--- config.mk ---
export PLATFORM = sky130hd
export DESIGN_NAME = pfm_pin_mux
export DESIGN_NICKNAME = d
export VERILOG_FILES = /design/src/shared/pfm_pkg.sv /design/src/hdl/pfm_pin_mux.sv
export VERILOG_INCLUDE_DIRS = /design/src /design/src/shared
export SDC_FILE = /design/constraint.sdc
export NUM_CORES = 1
export LEC_CHECK = 0
export BUFFER_PORTS_ARGS = -buffer_cell sky130_fd_sc_hd__buf_2
export CELL_PAD_IN_SITES_DETAIL_PLACEMENT = 1
export CELL_PAD_IN_SITES_GLOBAL_PLACEMENT = 2
export CORE_MARGIN = 2
export CORE_UTILIZATION = 25
export CTS_CLUSTER_DIAMETER = 80
export CTS_CLUSTER_SIZE = 8
export DETAILED_ROUTE_END_ITERATION = 16
export GPL_TIMING_DRIVEN = 0
export PLACE_DENSITY_LB_ADDON = 0.1
export SLEW_MARGIN = 20
export SYNTH_ARGS = -nofsm -noshare
export SYNTH_HDL_FRONTEND = slang
export SYNTH_SLANG_ARGS = --single-unit
--- constraint.sdc ---
create_clock -name ref_clk -period 1.9 [get_ports ref_clk]
set_input_delay 0.38 -clock ref_clk [delete_from_list [all_inputs] [get_ports ref_clk]]
set_output_delay 0.38 -clock ref_clk [all_outputs]
set_load 0.005 [all_outputs]
--- src/shared/pfm_map.svh ---
// Purpose: offsets, field positions and reset values of the pin mux
// Assumes: AHB-Lite byte addresses, one 32-bit word per register
// Notes: included by the pin mux design
`ifndef PFM_MAP_SVH
`define PFM_MAP_SVH

// ----------------------------------------------------------------
// Register map
// ----------------------------------------------------------------
`define PFM_SYSCTL_OFS 8'h00
`define PFM_STATUS_OFS 8'h04
`define PFM_SP2_SEL_BIT 10
`define PFM_SYSCTL_RST 32'h0000_0400
`define PFM_STAT_STRAP_LSB 0
`define PFM_STAT_HOST_BIT 4
`define PFM_STAT_SEL_BIT 8

// ----------------------------------------------------------------
// Strap positions (A, B, C, D) and reset values
// ----------------------------------------------------------------
`define PFM_STRAP_HOST_BIT 2
`define PFM_SP2_SEL_RST 1'h1
`define PFM_STRAP_RST 4'h0

`endif

--- src/shared/pfm_pkg.sv ---
// Purpose: carrier types of the pin mux
// Assumes: nothing beyond the map header
// Notes: pin groups travel as packed structs
package pfm_pkg;

  // ----------------------------------------------------------------
  // Shared pins, one field per pin group
  // ----------------------------------------------------------------
  typedef struct packed {
    logic [13:1] addr;
    logic [7:0] data;
    logic sp2_tx_data_or_flag_out;
    logic sp2_tx_sync_or_irq_one;
    logic sp2_rx_sync_or_irq_zero;
    logic sp2_rx_data_or_flag_in;
    logic [3:0] combo;
  } pfm_pins_t;

  // Host port strobes seen by the core
  typedef struct packed {
    logic [15:0] host_addr_data_bus;
    logic host_port_select_n;
    logic host_read_strobe_n;
    logic host_write_strobe_n;
    logic host_address_latch;
  } pfm_host_in_t;

endpackage : pfm_pkg

--- src/hdl/pfm_pin_mux.sv ---
// Purpose: shared pin function multiplexer with mode straps
// Assumes: ref_clk 250 MHz, rst synchronous active high, AHB-Lite slave
// Notes: combo bit 0 is edge_interrupt_n with prog_flag_four
//
// Register access over AHB-Lite and the register addresses are this design's own decisions.
`timescale 1ns/100ps
`include "pfm_map.svh"
module pfm_pin_mux (
  input wire logic ref_clk,
  input wire logic rst,
  // AHB-Lite
  input wire logic hsel,
  input wire logic [31:0] haddr,
  input wire logic [1:0] htrans,
  input wire logic hwrite,
  input wire logic [2:0] hsize,
  input wire logic [31:0] hwdata,
  input wire logic hready,
  output logic hreadyout,
  output logic hresp,
  output logic [31:0] hrdata,
  // Pins
  input wire pfm_pkg::pfm_pins_t pin_i,
  output pfm_pkg::pfm_pins_t pin_o,
  output pfm_pkg::pfm_pins_t pin_oe,
  input wire logic [3:0] strap_pin_i,
  // Core, memory interface
  input wire logic [13:1] mem_addr,
  input wire logic mem_addr_oe,
  input wire logic [7:0] mem_wdata,
  input wire logic mem_data_oe,
  output logic [7:0] mem_rdata,
  // Core, host port
  input wire logic [15:0] host_rdata,
  input wire logic host_rdata_oe,
  input wire logic host_acknowledge_n,
  output pfm_pkg::pfm_host_in_t host_in,
  // Core, second serial port and flags
  input wire logic sp2_tx_data,
  input wire logic sp2_tx_sync_o,
  input wire logic sp2_tx_sync_oe,
  input wire logic sp2_rx_sync_o,
  input wire logic sp2_rx_sync_oe,
  input wire logic flag_out,
  output logic sp2_tx_sync_i,
  output logic sp2_rx_sync_i,
  output logic sp2_rx_data,
  output logic irq_one_n,
  output logic irq_zero_n,
  output logic flag_in,
  // Core, combined interrupt and flag pins
  input wire logic [3:0] pf_hi_o,
  input wire logic [3:0] pf_hi_oe,
  output logic [3:0] irq_combo_n,
  output logic [3:0] pf_hi_in,
  // State
  output logic [3:0] mode_straps,
  output logic host_mode,
  output logic serial_port_two_select
);
  import pfm_pkg::*;

  // ----------------------------------------------------------------
  // Input synchronisers
  // ----------------------------------------------------------------
  // Bitwise: take the new level only where stages two and three agree
  function automatic logic [32:0] agree(input logic [32:0] s2,
                                        input logic [32:0] s3,
                                        input logic [32:0] held);
    agree = (s2 & ~(s2 ^ s3)) | (held & (s2 ^ s3));
  endfunction : agree

  // No reset on the chain so straps are already settled at release
  logic [32:0] sync1_r;
  logic [32:0] sync2_r;
  logic [32:0] sync3_r;
  logic [32:0] filt_r;
  pfm_pins_t pin_f;
  logic [3:0] strap_f;

  always_ff @(posedge ref_clk)
  begin
    sync1_r <= {pin_i, strap_pin_i};
    sync2_r <= sync1_r;
    sync3_r <= sync2_r;
    filt_r <= agree(sync2_r, sync3_r, filt_r);
  end

  assign pin_f = filt_r[32:4];
  assign strap_f = filt_r[3:0];

  // ----------------------------------------------------------------
  // Mode straps
  // ----------------------------------------------------------------
  logic rst_d_r;
  logic [3:0] straps_r;

  always_ff @(posedge ref_clk)
    rst_d_r <= rst;

  // Caught by the clock at the release edge, not by the reset itself
  always_ff @(posedge ref_clk)
  begin
    if (rst_d_r && !rst)
      straps_r <= strap_f;
  end

  assign mode_straps = straps_r;
  assign host_mode = straps_r[`PFM_STRAP_HOST_BIT];

  // ----------------------------------------------------------------
  // AHB-Lite slave
  // ----------------------------------------------------------------
  logic wr_pend_r;
  logic [7:0] wr_addr_r;
  logic sel_r;
  logic sel_nxt;
  logic [31:0] hrdata_r;
  logic addr_ok;

  function automatic logic [31:0] read_word(input logic [7:0] a,
                                            input logic sel,
                                            input logic [3:0] st);
    read_word = 32'h0000_0000;
    if (a == `PFM_SYSCTL_OFS)
      read_word[`PFM_SP2_SEL_BIT] = sel;
    else if (a == `PFM_STATUS_OFS)
    begin
      read_word[`PFM_STAT_STRAP_LSB +: 4] = st;
      read_word[`PFM_STAT_HOST_BIT] = st[`PFM_STRAP_HOST_BIT];
      read_word[`PFM_STAT_SEL_BIT] = sel;
    end
  endfunction : read_word

  assign addr_ok = hsel && htrans[1] && hready;
  assign hreadyout = 1'h1;
  assign hresp = 1'h0;
  assign hrdata = hrdata_r;

  always_ff @(posedge ref_clk)
  begin
    if (rst)
    begin
      wr_pend_r <= 1'h0;
      wr_addr_r <= 8'h00;
    end
    else
    begin
      wr_pend_r <= addr_ok && hwrite;
      wr_addr_r <= haddr[7:0];
    end
  end

  // Forward a write in its data phase to a read in the same cycle
  always_comb
  begin
    sel_nxt = sel_r;
    if (wr_pend_r && wr_addr_r == `PFM_SYSCTL_OFS)
      sel_nxt = hwdata[`PFM_SP2_SEL_BIT];
  end

  always_ff @(posedge ref_clk)
  begin
    if (rst)
      sel_r <= `PFM_SP2_SEL_RST;
    else
      sel_r <= sel_nxt;
  end

  always_ff @(posedge ref_clk)
  begin
    if (rst)
      hrdata_r <= 32'h0000_0000;
    else if (addr_ok && !hwrite)
      hrdata_r <= read_word(haddr[7:0], sel_nxt, straps_r);
  end

  assign serial_port_two_select = sel_r;

  // ----------------------------------------------------------------
  // Pin drive
  // ----------------------------------------------------------------
  pfm_pins_t po_nxt;
  pfm_pins_t oe_nxt;
  pfm_pins_t pin_o_r;
  pfm_pins_t pin_oe_r;

  always_comb
  begin
    po_nxt = '0;
    oe_nxt = '0;
    if (host_mode)
    begin
      // Host owns address pins and D2..D0; D3 acknowledges
      po_nxt.addr = host_rdata[12:0];
      oe_nxt.addr = {13{host_rdata_oe}};
      po_nxt.data[2:0] = host_rdata[15:13];
      oe_nxt.data[2:0] = {3{host_rdata_oe}};
      po_nxt.data[3] = host_acknowledge_n;
      oe_nxt.data[3] = 1'h1;
    end
    else
    begin
      po_nxt.addr = mem_addr;
      oe_nxt.addr = {13{mem_addr_oe}};
      po_nxt.data = mem_wdata;
      oe_nxt.data = {8{mem_data_oe}};
    end
    if (sel_r)
    begin
      po_nxt.sp2_tx_data_or_flag_out = sp2_tx_data;
      oe_nxt.sp2_tx_data_or_flag_out = 1'h1;
      po_nxt.sp2_tx_sync_or_irq_one = sp2_tx_sync_o;
      oe_nxt.sp2_tx_sync_or_irq_one = sp2_tx_sync_oe;
      po_nxt.sp2_rx_sync_or_irq_zero = sp2_rx_sync_o;
      oe_nxt.sp2_rx_sync_or_irq_zero = sp2_rx_sync_oe;
    end
    else
    begin
      po_nxt.sp2_tx_data_or_flag_out = flag_out;
      oe_nxt.sp2_tx_data_or_flag_out = 1'h1;
    end
    po_nxt.combo = pf_hi_o;
    oe_nxt.combo = pf_hi_oe;
  end

  always_ff @(posedge ref_clk)
  begin
    if (rst)
    begin
      pin_o_r <= '0;
      pin_oe_r <= '0;
    end
    else
    begin
      pin_o_r <= po_nxt;
      pin_oe_r <= oe_nxt;
    end
  end

  assign pin_o = pin_o_r;
  assign pin_oe = pin_oe_r;

  // ----------------------------------------------------------------
  // Pin levels to the core
  // ----------------------------------------------------------------
  always_ff @(posedge ref_clk)
  begin
    if (rst)
    begin
      mem_rdata <= 8'h00;
      host_in <= {16'h0000, 1'h1, 1'h1, 1'h1, 1'h0};
    end
    else if (host_mode)
    begin
      mem_rdata <= 8'h00;
      host_in <= {pin_f.data[2:0], pin_f.addr, pin_f.data[4],
                  pin_f.data[6], pin_f.data[7], pin_f.data[5]};
    end
    else
    begin
      mem_rdata <= pin_f.data;
      host_in <= {16'h0000, 1'h1, 1'h1, 1'h1, 1'h0};
    end
  end

  // Unselected functions sit at their idle levels
  always_ff @(posedge ref_clk)
  begin
    if (rst)
    begin
      {sp2_tx_sync_i, sp2_rx_sync_i, sp2_rx_data} <= 3'h0;
      {irq_one_n, irq_zero_n, flag_in} <= 3'h6;
    end
    else if (sel_r)
    begin
      sp2_tx_sync_i <= pin_f.sp2_tx_sync_or_irq_one;
      sp2_rx_sync_i <= pin_f.sp2_rx_sync_or_irq_zero;
      sp2_rx_data <= pin_f.sp2_rx_data_or_flag_in;
      {irq_one_n, irq_zero_n, flag_in} <= 3'h6;
    end
    else
    begin
      {sp2_tx_sync_i, sp2_rx_sync_i, sp2_rx_data} <= 3'h0;
      irq_one_n <= pin_f.sp2_tx_sync_or_irq_one;
      irq_zero_n <= pin_f.sp2_rx_sync_or_irq_zero;
      flag_in <= pin_f.sp2_rx_data_or_flag_in;
    end
  end

  always_ff @(posedge ref_clk)
  begin
    if (rst)
    begin
      irq_combo_n <= 4'hf;
      pf_hi_in <= 4'h0;
    end
    else
    begin
      irq_combo_n <= pin_f.combo;
      pf_hi_in <= pin_f.combo;
    end
  end

  // ----------------------------------------------------------------
  // Checks
  // ----------------------------------------------------------------
  a_host_addr_route: assert property (
    @(posedge ref_clk) disable iff (rst)
    host_mode && $stable(host_mode) |=>
      host_in.host_addr_data_bus == $past({pin_f.data[2:0], pin_f.addr}))
    else $error("host bus not routed from shared pins");

  a_host_ack_drive: assert property (
    @(posedge ref_clk) disable iff (rst)
    host_mode |=> pin_oe.data[3] && pin_o.data[3] == $past(host_acknowledge_n))
    else $error("acknowledge not driven in host mode");

  a_combo_both: assert property (
    @(posedge ref_clk) disable iff (rst)
    1'h1 |=> irq_combo_n == $past(pin_f.combo) && pf_hi_in == irq_combo_n)
    else $error("combined pin lost a function");

  a_strap_capture: assert property (
    @(posedge ref_clk) disable iff (rst)
    $fell(rst) |=> mode_straps == $past(strap_f))
    else $error("strap not captured at reset release");

  a_sp2_serial: assert property (
    @(posedge ref_clk) disable iff (rst)
    sel_r |=> pin_o.sp2_tx_data_or_flag_out == $past(sp2_tx_data))
    else $error("serial transmit data not on shared pin");

  a_sp2_irq: assert property (
    @(posedge ref_clk) disable iff (rst)
    !sel_r |=> pin_o.sp2_tx_data_or_flag_out == $past(flag_out) &&
      irq_one_n == $past(pin_f.sp2_tx_sync_or_irq_one))
    else $error("flag or interrupt not on shared pin");

  a_sel_reset: assert property (
    @(posedge ref_clk) disable iff (rst)
    $past(rst) |-> serial_port_two_select)
    else $error("serial select not set after reset");

  a_strap_hold: assert property (
    @(posedge ref_clk) disable iff (rst)
    !$past(rst) && !$past(rst, 2) |-> $stable(mode_straps))
    else $error("straps changed during operation");

endmodule : pfm_pin_mux

==> impl_metrics.csv, run 1 <==
group,metric,value,unit
status,status,"finished, final reports clean",
flow_run,maxCapViolations,0,
power,p_leak,4.33,nW
global_routing,grt_pass1_wl,22.7,mm
final_layout,drive_gt1_frac,0.388,
route,dr_total_vias,4147,
power,p_per_area,1200,mW/mm^2
clock_network,cts_tree,"done",
clock_network,clkLatencyLatePin,0.50,ns
route,drtIter0Drc,96,
yosys,synth.most_common_cell,"dfxtp_1",
worst_setup_path,cp-start-kind,"register",
global_routing,grt_usage,0.103,
global_routing,grt_max_degree,14,
final_layout,syn_to_final_growth,43.5,%
sta,fmax,588,MHz
route,antenna_left,0,
worst_setup_path,required,1.52,ns
floorplan,coreArea,0.0260,mm^2
yosys,synth_ff_type,"dfxtp_1",
sta,worst_pin_slew,0.743,ns
sta,setup_ws,0.200,ns
worst_setup_path,worstPathArrival,1.32,ns
route,wl_per_cell,12.9,um
worst_setup_path,rr_worst_depth,3,
yosys,synth_edf_count,36,
floorplan,dieArea,0.0277,mm^2
min_path,worstHoldEndpoint,"pin_o[15]",
clock_network,clock_path_buffers,3,
worst_setup_path,r2r-end,"pin_o[22]",
power,internal_power,8.99,mW
min_path,holdPathStages,2,
sta,slew_viol_final,0,
route,firstDrtPassIters,4,
yosys,synth_cells,465,
place,pre_cts_ws,-0.140,ns
sta,period_needed,1.70,ns
route,drc_errors,0,
sta,maxSlewHeadroom,0.505,
power,seq_power_share,0.470,
clock_network,path_clk_slew,0.05,ns
route,wl,14.5,mm
yosys,syn-cell-area,0.00660,mm^2
global_routing,overflow,0,
clock_network,cts_sinks,230,
yosys,synth_common_cells,"dfxtp_1, buf_4, and2_1",
min_path,hp-start,"mem_wdata[7]",
power,clock_power_share,0.473,
final_layout,nets,934,
power,vdd_ir_drop_max,0.627,mV
yosys,ys_types,33,
clock_network,cts_root_buf,"clkbuf_16",
yosys,synth.top_cell.area_share,0.588,
power,switchingPower,2.40,mW
worst_setup_path,reg2reg_setup_slack,0.36,ns
worst_setup_path,end_kind,"output pin",
place,place.gp.congestion,0.784,
route,viasPerCell,3.68,
power,netSwitchingFraction,0.211,
sta,whs,0.102,ns
sta,finalSetupTns,0,ns
clock_network,postCtsSetupRepairBufs,0,
sta,hold_viol_final,0,
global_routing,antenna_found_initial,0,
sta,setup_viol,0,
final_layout,antennaDiodeCount,0,
floorplan,die_h,167,um
yosys,yosysTopAreaCell,"dfxtp_1",
sta,min_period_over_period,0.895,
sta,rsz0062_at_grt,"false",
final_layout,postLayoutCoreUtil,0.365,
yosys,synthArstFlopShare,0,
worst_setup_path,crit-reg2reg-launch,"mode_straps[2]",
clock_network,htree_num_levels,2,
power,comb_power_share,0.057,
floorplan,ios,302,
yosys,seq_area_frac_synth,0.752,
final_layout,multi_input_comb_area,0.00134,mm^2
sta,finClkSkew,0.0142,ns
global_routing,first_global_vias,4360,
clock_network,cts_buffers,34,
final_layout,fillers,2822,
yosys,ys_warn_count,0,
worst_setup_path,crit_fanout,13,
floorplan,start_util,0.254,
worst_setup_path,crit_type,"reg2out",
place,port_buffers,212,
min_path,hold_path_class,"in2reg",
yosys,syn-mean-instance-area,14.2,um^2
floorplan,placementRows,59,
yosys,synth-seq-cells,230,
floorplan,die_w,167,um
final_layout,regArea,0.00496,mm^2
yosys,synth_area_leaders,"dfxtp_1, edfxtp_1, buf_4, xnor2_1, and2_1",
place,dp_hpwl,10.3,mm
==> through the flow <==
step	total power, mW	instances	area, um^2
finish	11.4	1127	9480
global route	11.9	1127	9480
CTS	11.7	1127	9470
detailed placement	6.06	1039	8190
global placement	6.04	1039	8190
floorplan	5.74	492	6710
==> per-layer routing <==
layer / wire, um / up-vias / track usage
met4: 411 / 0 / 0.0427
met3: 1130 / 33 / 0.0368
met2: 6930 / 180 / 0.175
met1: 6030 / 1882 / 0.116
met5: 0 / - / 0
li1: - / 2052 / -
==> power by group through the flow <==
stage / clock network [mW] / registers, mW / logic (mW)
after floorplan: 0 / 5.44 / 0.293
after global placement: 0 / 5.44 / 0.596
after detailed placement: 0 / 5.46 / 0.606
after CTS: 5.66 / 5.36 / 0.660
after global routing: 5.82 / 5.38 / 0.720
final: 5.39 / 5.36 / 0.647
==> repair_timing <==
item	CTS	global route
hold buffers	32	0
endpoints found under the hold margin	32	0
gates resized for setup	0	1
setup endpoints to repair	0	3
==> layout by cell type, fill, tap and decap left out, drive strengths merged, types with 2 or more instances in the layout <==
cell type,n
inv,3
nor2b,24
xnor2,32
nand3,2
nand2b,4
buf,262
mux2i,19
a311oi,2
dlygate4sd3,32
nor2,27
nor4,2
or3,3
clkbuf,62
nand2,3
conb,29
or2,5
a22oi,4
dfxtp,194
edfxtp,36
and2,37
==> kinds of logic after synthesis <==
| kind of cell | Yosys count | synth area share |
|---|---|---|
| xor gates and xnor gates | 32 | 0.0424 |
| AOI/OAI and AO/OA | 10 | 0.0133 |
| other | 2 | 0.00114 |
| and+or+nand+nor | 112 | 0.101 |
| muxes | 19 | 0.0288 |
| buffers and inverters | 60 | 0.0616 |
| DFF | 230 | 0.752 |
==> final cells by class <==
cell class,instances,share of cell area
buffer,59,0.0425
timing repair buffer,244,0.146
clock buffer,53,0.0983
tap,335,0.0442
multi-input combinational,202,0.141
clock inverter,3,0.00356
sequential,230,0.524
inverter,1,0.000396
==> worst max path at each step <==
| stage | start | to | slack (ns) | depth (start not counted) |
|---|---|---|---|---|
| final | pin_oe[27] | pin_oe[26] | 0.20 | 2 |
| after global routing | pin_oe[27] | pin_oe[27] | 0.09 | 2 |
| after CTS | wr_addr_r[2] | hrdata[8] | 0.11 | 4 |
| after detailed placement | rst | flag_in | -0.14 | 4 |
| after global placement | rst | mode_straps[2] | -0.11 | 4 |
| after floorplan | haddr[3] | hrdata[8] | 0.32 | 4 |
==> critical path, stage by stage (launching register included) <==
cell and delay (ns):
dfxtp_1 0.56, buf_4 0.18, buf_2 0.10
Note: power is estimated with default switching activity, not from simulation.
==> run 2, diff against run 1 <==
--- a/config.mk
+++ b/config.mk
@@ -9,7 +9,7 @@
 export BUFFER_PORTS_ARGS = -buffer_cell sky130_fd_sc_hd__buf_2
 export CELL_PAD_IN_SITES_DETAIL_PLACEMENT = 1
 export CELL_PAD_IN_SITES_GLOBAL_PLACEMENT = 2
-export CORE_MARGIN = 2
+export CORE_MARGIN = 4
 export CORE_UTILIZATION = 25
 export CTS_CLUSTER_DIAMETER = 80
 export CTS_CLUSTER_SIZE = 8
==> run 2 against run 1 <==
Effect of this change:
- power fell by 0.32%
- die area up 4.9%
- combinational power is essentially flat
- worst hold slack got worse by 0.0049 ns
- fmax is 0.73% higher
- highest routed layer unchanged
==> impl_metrics.csv, run 2 (same netlist as run 1, synthesis figures left out) <==
group,metric,value,unit
floorplan,coreArea,0.0261,mm^2
sta,rsz0062_at_grt,"false",
clock_network,clkLatencyLatePin,0.48,ns
place,place.gp.congestion,0.762,
final_layout,final_cell_mix,"buf_2, dfxtp_1, buf_4, and2_1, edfxtp_1",
final_layout,regArea,0.00496,mm^2
final_layout,antennaDiodeCount,0,
final_layout,syn_to_final_growth,43.4,%
power,p_per_area,1200,mW/mm^2
sta,min_period_over_period,0.888,
power,p_leak,4.33,nW
global_routing,grt_usage,0.100,
worst_setup_path,critPathSlowestCell,"dfxtp_1",
final_layout,nets,934,
sta,worst_pin_slew,0.733,ns
sta,fmax,592,MHz
route,wl_per_cell,13.2,um
min_path,hold_path_class,"in2reg",
final_layout,postLayoutCoreUtil,0.363,
floorplan,start_util,0.253,
worst_setup_path,crit_type,"reg2out",
floorplan,die_h,171,um
sta,maxSlewHeadroom,0.511,
clock_network,cts_root_buf,"clkbuf_16",
global_routing,first_global_vias,4414,
worst_setup_path,end_kind,"output pin",
global_routing,grt_max_degree,14,
worst_setup_path,r2r-end,"pin_o[25]",
worst_setup_path,worstPathArrival,1.31,ns
worst_setup_path,crit_fanout,13,
clock_network,htree_num_levels,2,
sta,slew_viol_final,0,
final_layout,multi_input_comb_area,0.00134,mm^2
place,port_buffers,212,
place,dp_hpwl,10.8,mm
worst_setup_path,crit-reg2reg-launch,"mode_straps[2]",
clock_network,clock_path_buffers,3,
floorplan,dieArea,0.0291,mm^2
floorplan,placementRows,59,
sta,setup_viol,0,
sta,hold_viol_final,0,
worst_setup_path,crit_chain,"buf_4, buf_2",
power,vdd_ir_drop_max,0.636,mV
final_layout,drive_gt1_frac,0.389,
flow_run,maxCapViolations,0,
route,dr_total_vias,4173,
floorplan,ios,302,
clock_network,cts_buffers,34,
power,finalPower,11.4,mW
min_path,holdPathStages,2,
final_layout,fillers,2824,
global_routing,antenna_found_initial,0,
clock_network,cts_sinks,230,
worst_setup_path,rr_worst_depth,3,
floorplan,die_w,171,um
sta,finClkSkew,0.00849,ns
route,wl,14.9,mm
worst_setup_path,required,1.52,ns
clock_network,path_clk_slew,0.05,ns
final_layout,final_common_cell,"buf_2",
status,status,"finished, final reports clean",
global_routing,overflow,0,
route,drtIter0Drc,102,
route,firstDrtPassIters,4,
route,viasPerCell,3.71,
route,drc_errors,0,
worst_setup_path,reg2reg_setup_slack,0.35,ns
global_routing,grt_pass1_wl,23.1,mm
clock_network,postCtsSetupRepairBufs,0,
min_path,hp-start,"mem_wdata[7]",
sta,period_needed,1.69,ns
min_path,worstHoldEndpoint,"pin_o[15]",
worst_setup_path,crit_path_max_incr_delay,0.55,ns
route,antenna_left,0,
clock_network,cts_tree,"done",
worst_setup_path,cp-start-kind,"register",
run 2: through the flow:
stage	hold slack [ns]	setup WS, ns	instance area, um^2	std cells	setup TNS [ns]
3_5_place_dp	0.313	-0.110	8190	1039	-0.596
4_1_cts	0.0719	0.142	9460	1125	0
5_1_grt	0.0814	0.0710	9470	1125	0
3_3_place_gp	0.310	-0.115	8190	1039	-0.669
6_report	0.0972	0.212	9470	1125	0
2_1_floorplan	0.310	0.316	6710	492	0
run 2: worst max path at each step:
stage                from              to  slack (ns)  depth (start not counted)
3_3_place_gp          rst  mode_straps[2]       -0.11                          4
4_1_cts        pin_oe[27]      pin_oe[17]        0.14                          2
3_5_place_dp          rst  mode_straps[2]       -0.11                          4
2_1_floorplan    haddr[3]       hrdata[8]        0.32                          4
5_1_grt        pin_oe[27]      pin_oe[19]        0.07                          2
6_report       pin_oe[27]      pin_oe[18]        0.21                          2
run 2: repair_timing:
item                                   CTS  global route
setup endpoints to repair                0             1
hold buffers                            32             0
resized for setup                        0             1
endpoints found under the hold margin   32             0
run 2: layout make-up:
class,count,share of cell area
clock inverter,3,0.00357
multi-input combinational,202,0.142
inverter,1,0.000396
clock buffer,51,0.0976
tap,335,0.0443
timing repair buffer,244,0.146
buffer,59,0.0425
sequential,230,0.524
run 2: worst max-delay path, delay by kind of cell, from the launching register on:
kind                   cells  cell delay [ns]
DFF                        1             0.55
buffers and inverters      2             0.28
run 2: per-layer routing:
layer / share of wire / wire, um / vias to the layer above / GRT usage
met4: 0.030 / 454 / 0 / 0.0406
met5: 0 / 0 / - / 0
met3: 0.099 / 1470 / 37 / 0.0344
met2: 0.47 / 7010 / 181 / 0.168
li1: - / - / 2049 / -
met1: 0.40 / 5960 / 1906 / 0.117
run 2: report_power, final:
group	internal (mW)	leakage, nW	switching (mW)	total, mW
combinational	0.384	1.89	0.266	0.650
sequential	5.25	1.97	0.107	5.36
clock	3.33	0.461	2.01	5.34
==> run 3, diff against run 2 <==
==> constraint.sdc (replaced) <==
create_clock -name ref_clk -period 1.5 [get_ports ref_clk]
set_input_delay 0.3 -clock ref_clk [delete_from_list [all_inputs] [get_ports ref_clk]]
set_output_delay 0.3 -clock ref_clk [all_outputs]
set_load 0.005 [all_outputs]
==> run 3 against run 2 <==
Effect of this change:
- clock skew grew 0.0053 ns
- largest cell class unchanged
- first-iteration DRC count is 7.8% lower
- power grew 27%
==> impl_metrics.csv, run 3 (same netlist as run 1, synthesis figures left out) <==
group,metric,value,unit
final_layout,multi_input_comb_area,0.00137,mm^2
sta,maxSlewHeadroom,0.610,
sta,worst_pin_slew,0.585,ns
final_layout,syn_to_final_growth,45.2,%
final_layout,drive_gt1_frac,0.397,
power,p_leak,4.38,nW
sta,hold_viol_final,0,
place,placed_area,0.00819,mm^2
min_path,hold_path_class,"in2reg",
sta,setup_ws,0.0219,ns
place,port_buffers,212,
global_routing,antenna_found_initial,0,
place,place.gp.congestion,0.810,
global_routing,overflow,0,
route,dr_total_vias,4146,
clock_network,cts_tree,"done",
route,viasPerCell,3.66,
flow_run,maxCapViolations,0,
sta,rsz0062_at_grt,"true",
worst_setup_path,end_kind,"output pin",
final_layout,antennaDiodeCount,0,
floorplan,die_w,171,um
final_layout,fillers,2859,
worst_setup_path,cp-start-kind,"register",
final_layout,final_common_cell,"buf_2",
worst_setup_path,critPathMostFrequentCell,"buf_6",
worst_setup_path,crit_path_max_incr_delay,0.45,ns
route,antenna_left,0,
global_routing,grt_pass1_wl,23.1,mm
clock_network,cts_root_buf,"clkbuf_16",
final_layout,nets,939,
final_layout,final_cell_mix,"buf_2, dfxtp_1, buf_4, and2_1",
route,drtIter0Drc,94,
sta,period_needed,1.48,ns
place,dp_hpwl,10.9,mm
route,wl,15.0,mm
floorplan,start_util,0.253,
sta,whs,0.0312,ns
clock_network,cts_sinks,230,
clock_network,cts_buffers,34,
clock_network,clock_path_buffers,3,
worst_setup_path,cp_num_buf_inv,2,
sta,finClkSkew,0.0138,ns
sta,slew_viol_final,0,
final_layout,design_area,0.00959,mm^2
power,p_per_area,1510,mW/mm^2
clock_network,clkLatencyLatePin,0.49,ns
power,vdd_ir_drop_max,0.822,mV
route,firstDrtPassIters,4,
worst_setup_path,crit_fanout,3,
global_routing,first_global_vias,4485,
floorplan,ios,302,
floorplan,die_h,171,um
floorplan,coreArea,0.0261,mm^2
worst_setup_path,crit_type,"reg2out",
global_routing,grt_max_degree,14,
final_layout,regArea,0.00497,mm^2
clock_network,path_clk_slew,0.05,ns
route,drc_errors,0,
route,wl_per_cell,13.2,um
sta,min_period_over_period,0.985,
sta,fmax,677,MHz
clock_network,htree_num_levels,2,
global_routing,grt_usage,0.100,
worst_setup_path,worstPathArrival,1.18,ns
power,finalPower,14.5,mW
status,status,"finished, final reports clean",
worst_setup_path,crit_family,"flip-flops",
worst_setup_path,required,1.20,ns
worst_setup_path,crit_chain,"buf_6, buf_6",
floorplan,dieArea,0.0291,mm^2
worst_setup_path,critPathSlowestCell,"edfxtp_1",
sta,setup_viol,0,
floorplan,placementRows,59,
sta,finalSetupTns,0,ns
place,pre_cts_ws,-0.450,ns
[run 3: changes by cell type in the layout (fill, tap and decap cells not counted), sizes merged]
cell         previous run  this run
clkbuf                 60        64
buf                   262       263
dlygate4sd3            32        36
[run 3: metrics by stage]
stage	util	cells
floorplan	-	492
global placement	0.314	1039
detailed placement	0.314	1039
CTS	0.367	1134
global route	0.368	1134
finish	0.368	1134
[run 3: what timing repair did]
item	CTS	global route
setup buffers	1	0
hold buffers	36	0
pin swaps	0	0
hold endpoints to repair	36	0
endpoints found under the setup margin	56	23
gates resized for setup	9	12
[run 3: final timing paths]
| path | depth (start not counted) | slack, ns | end | startpoint |
|---|---|---|---|---|
| max reg2reg | 4 | 0.14 | host_in[5] | mode_straps[2] |
| max | 2 | 0.02 | mode_straps[2] | mode_straps[2] |
| min | 2 | 0.03 | pin_oe[5] | sp2_rx_sync_oe |
| min reg2reg | 0 | 0.32 | sync2_r[12] | sync1_r[12] |
[run 3: report_power, final]
group	switching, mW	internal, mW	total, mW	leakage (nW)
sequential	0.139	6.65	6.79	1.97
clock	2.55	4.26	6.81	0.466
combinational	0.343	0.506	0.849	1.94
total	3.03	11.4	14.5	4.38
[run 3: layout make-up]
| cell class | instances | area share |
|---|---|---|
| sequential | 230 | 0.518 |
| tap | 335 | 0.0437 |
| buffer | 59 | 0.0437 |
| timing repair buffer | 249 | 0.150 |
| clock buffer | 55 | 0.0980 |
| clock inverter | 3 | 0.00352 |
| multi-input combinational | 202 | 0.143 |
| inverter | 1 | 0.000391 |
[run 3: layer usage]
metal	track usage	routed length, um	vias to the layer above
li1	-	-	2053
met1	0.116	5950	1884
met2	0.171	7160	179
met3	0.0395	1550	30
met4	0.0344	322	0
met5	0	0	-
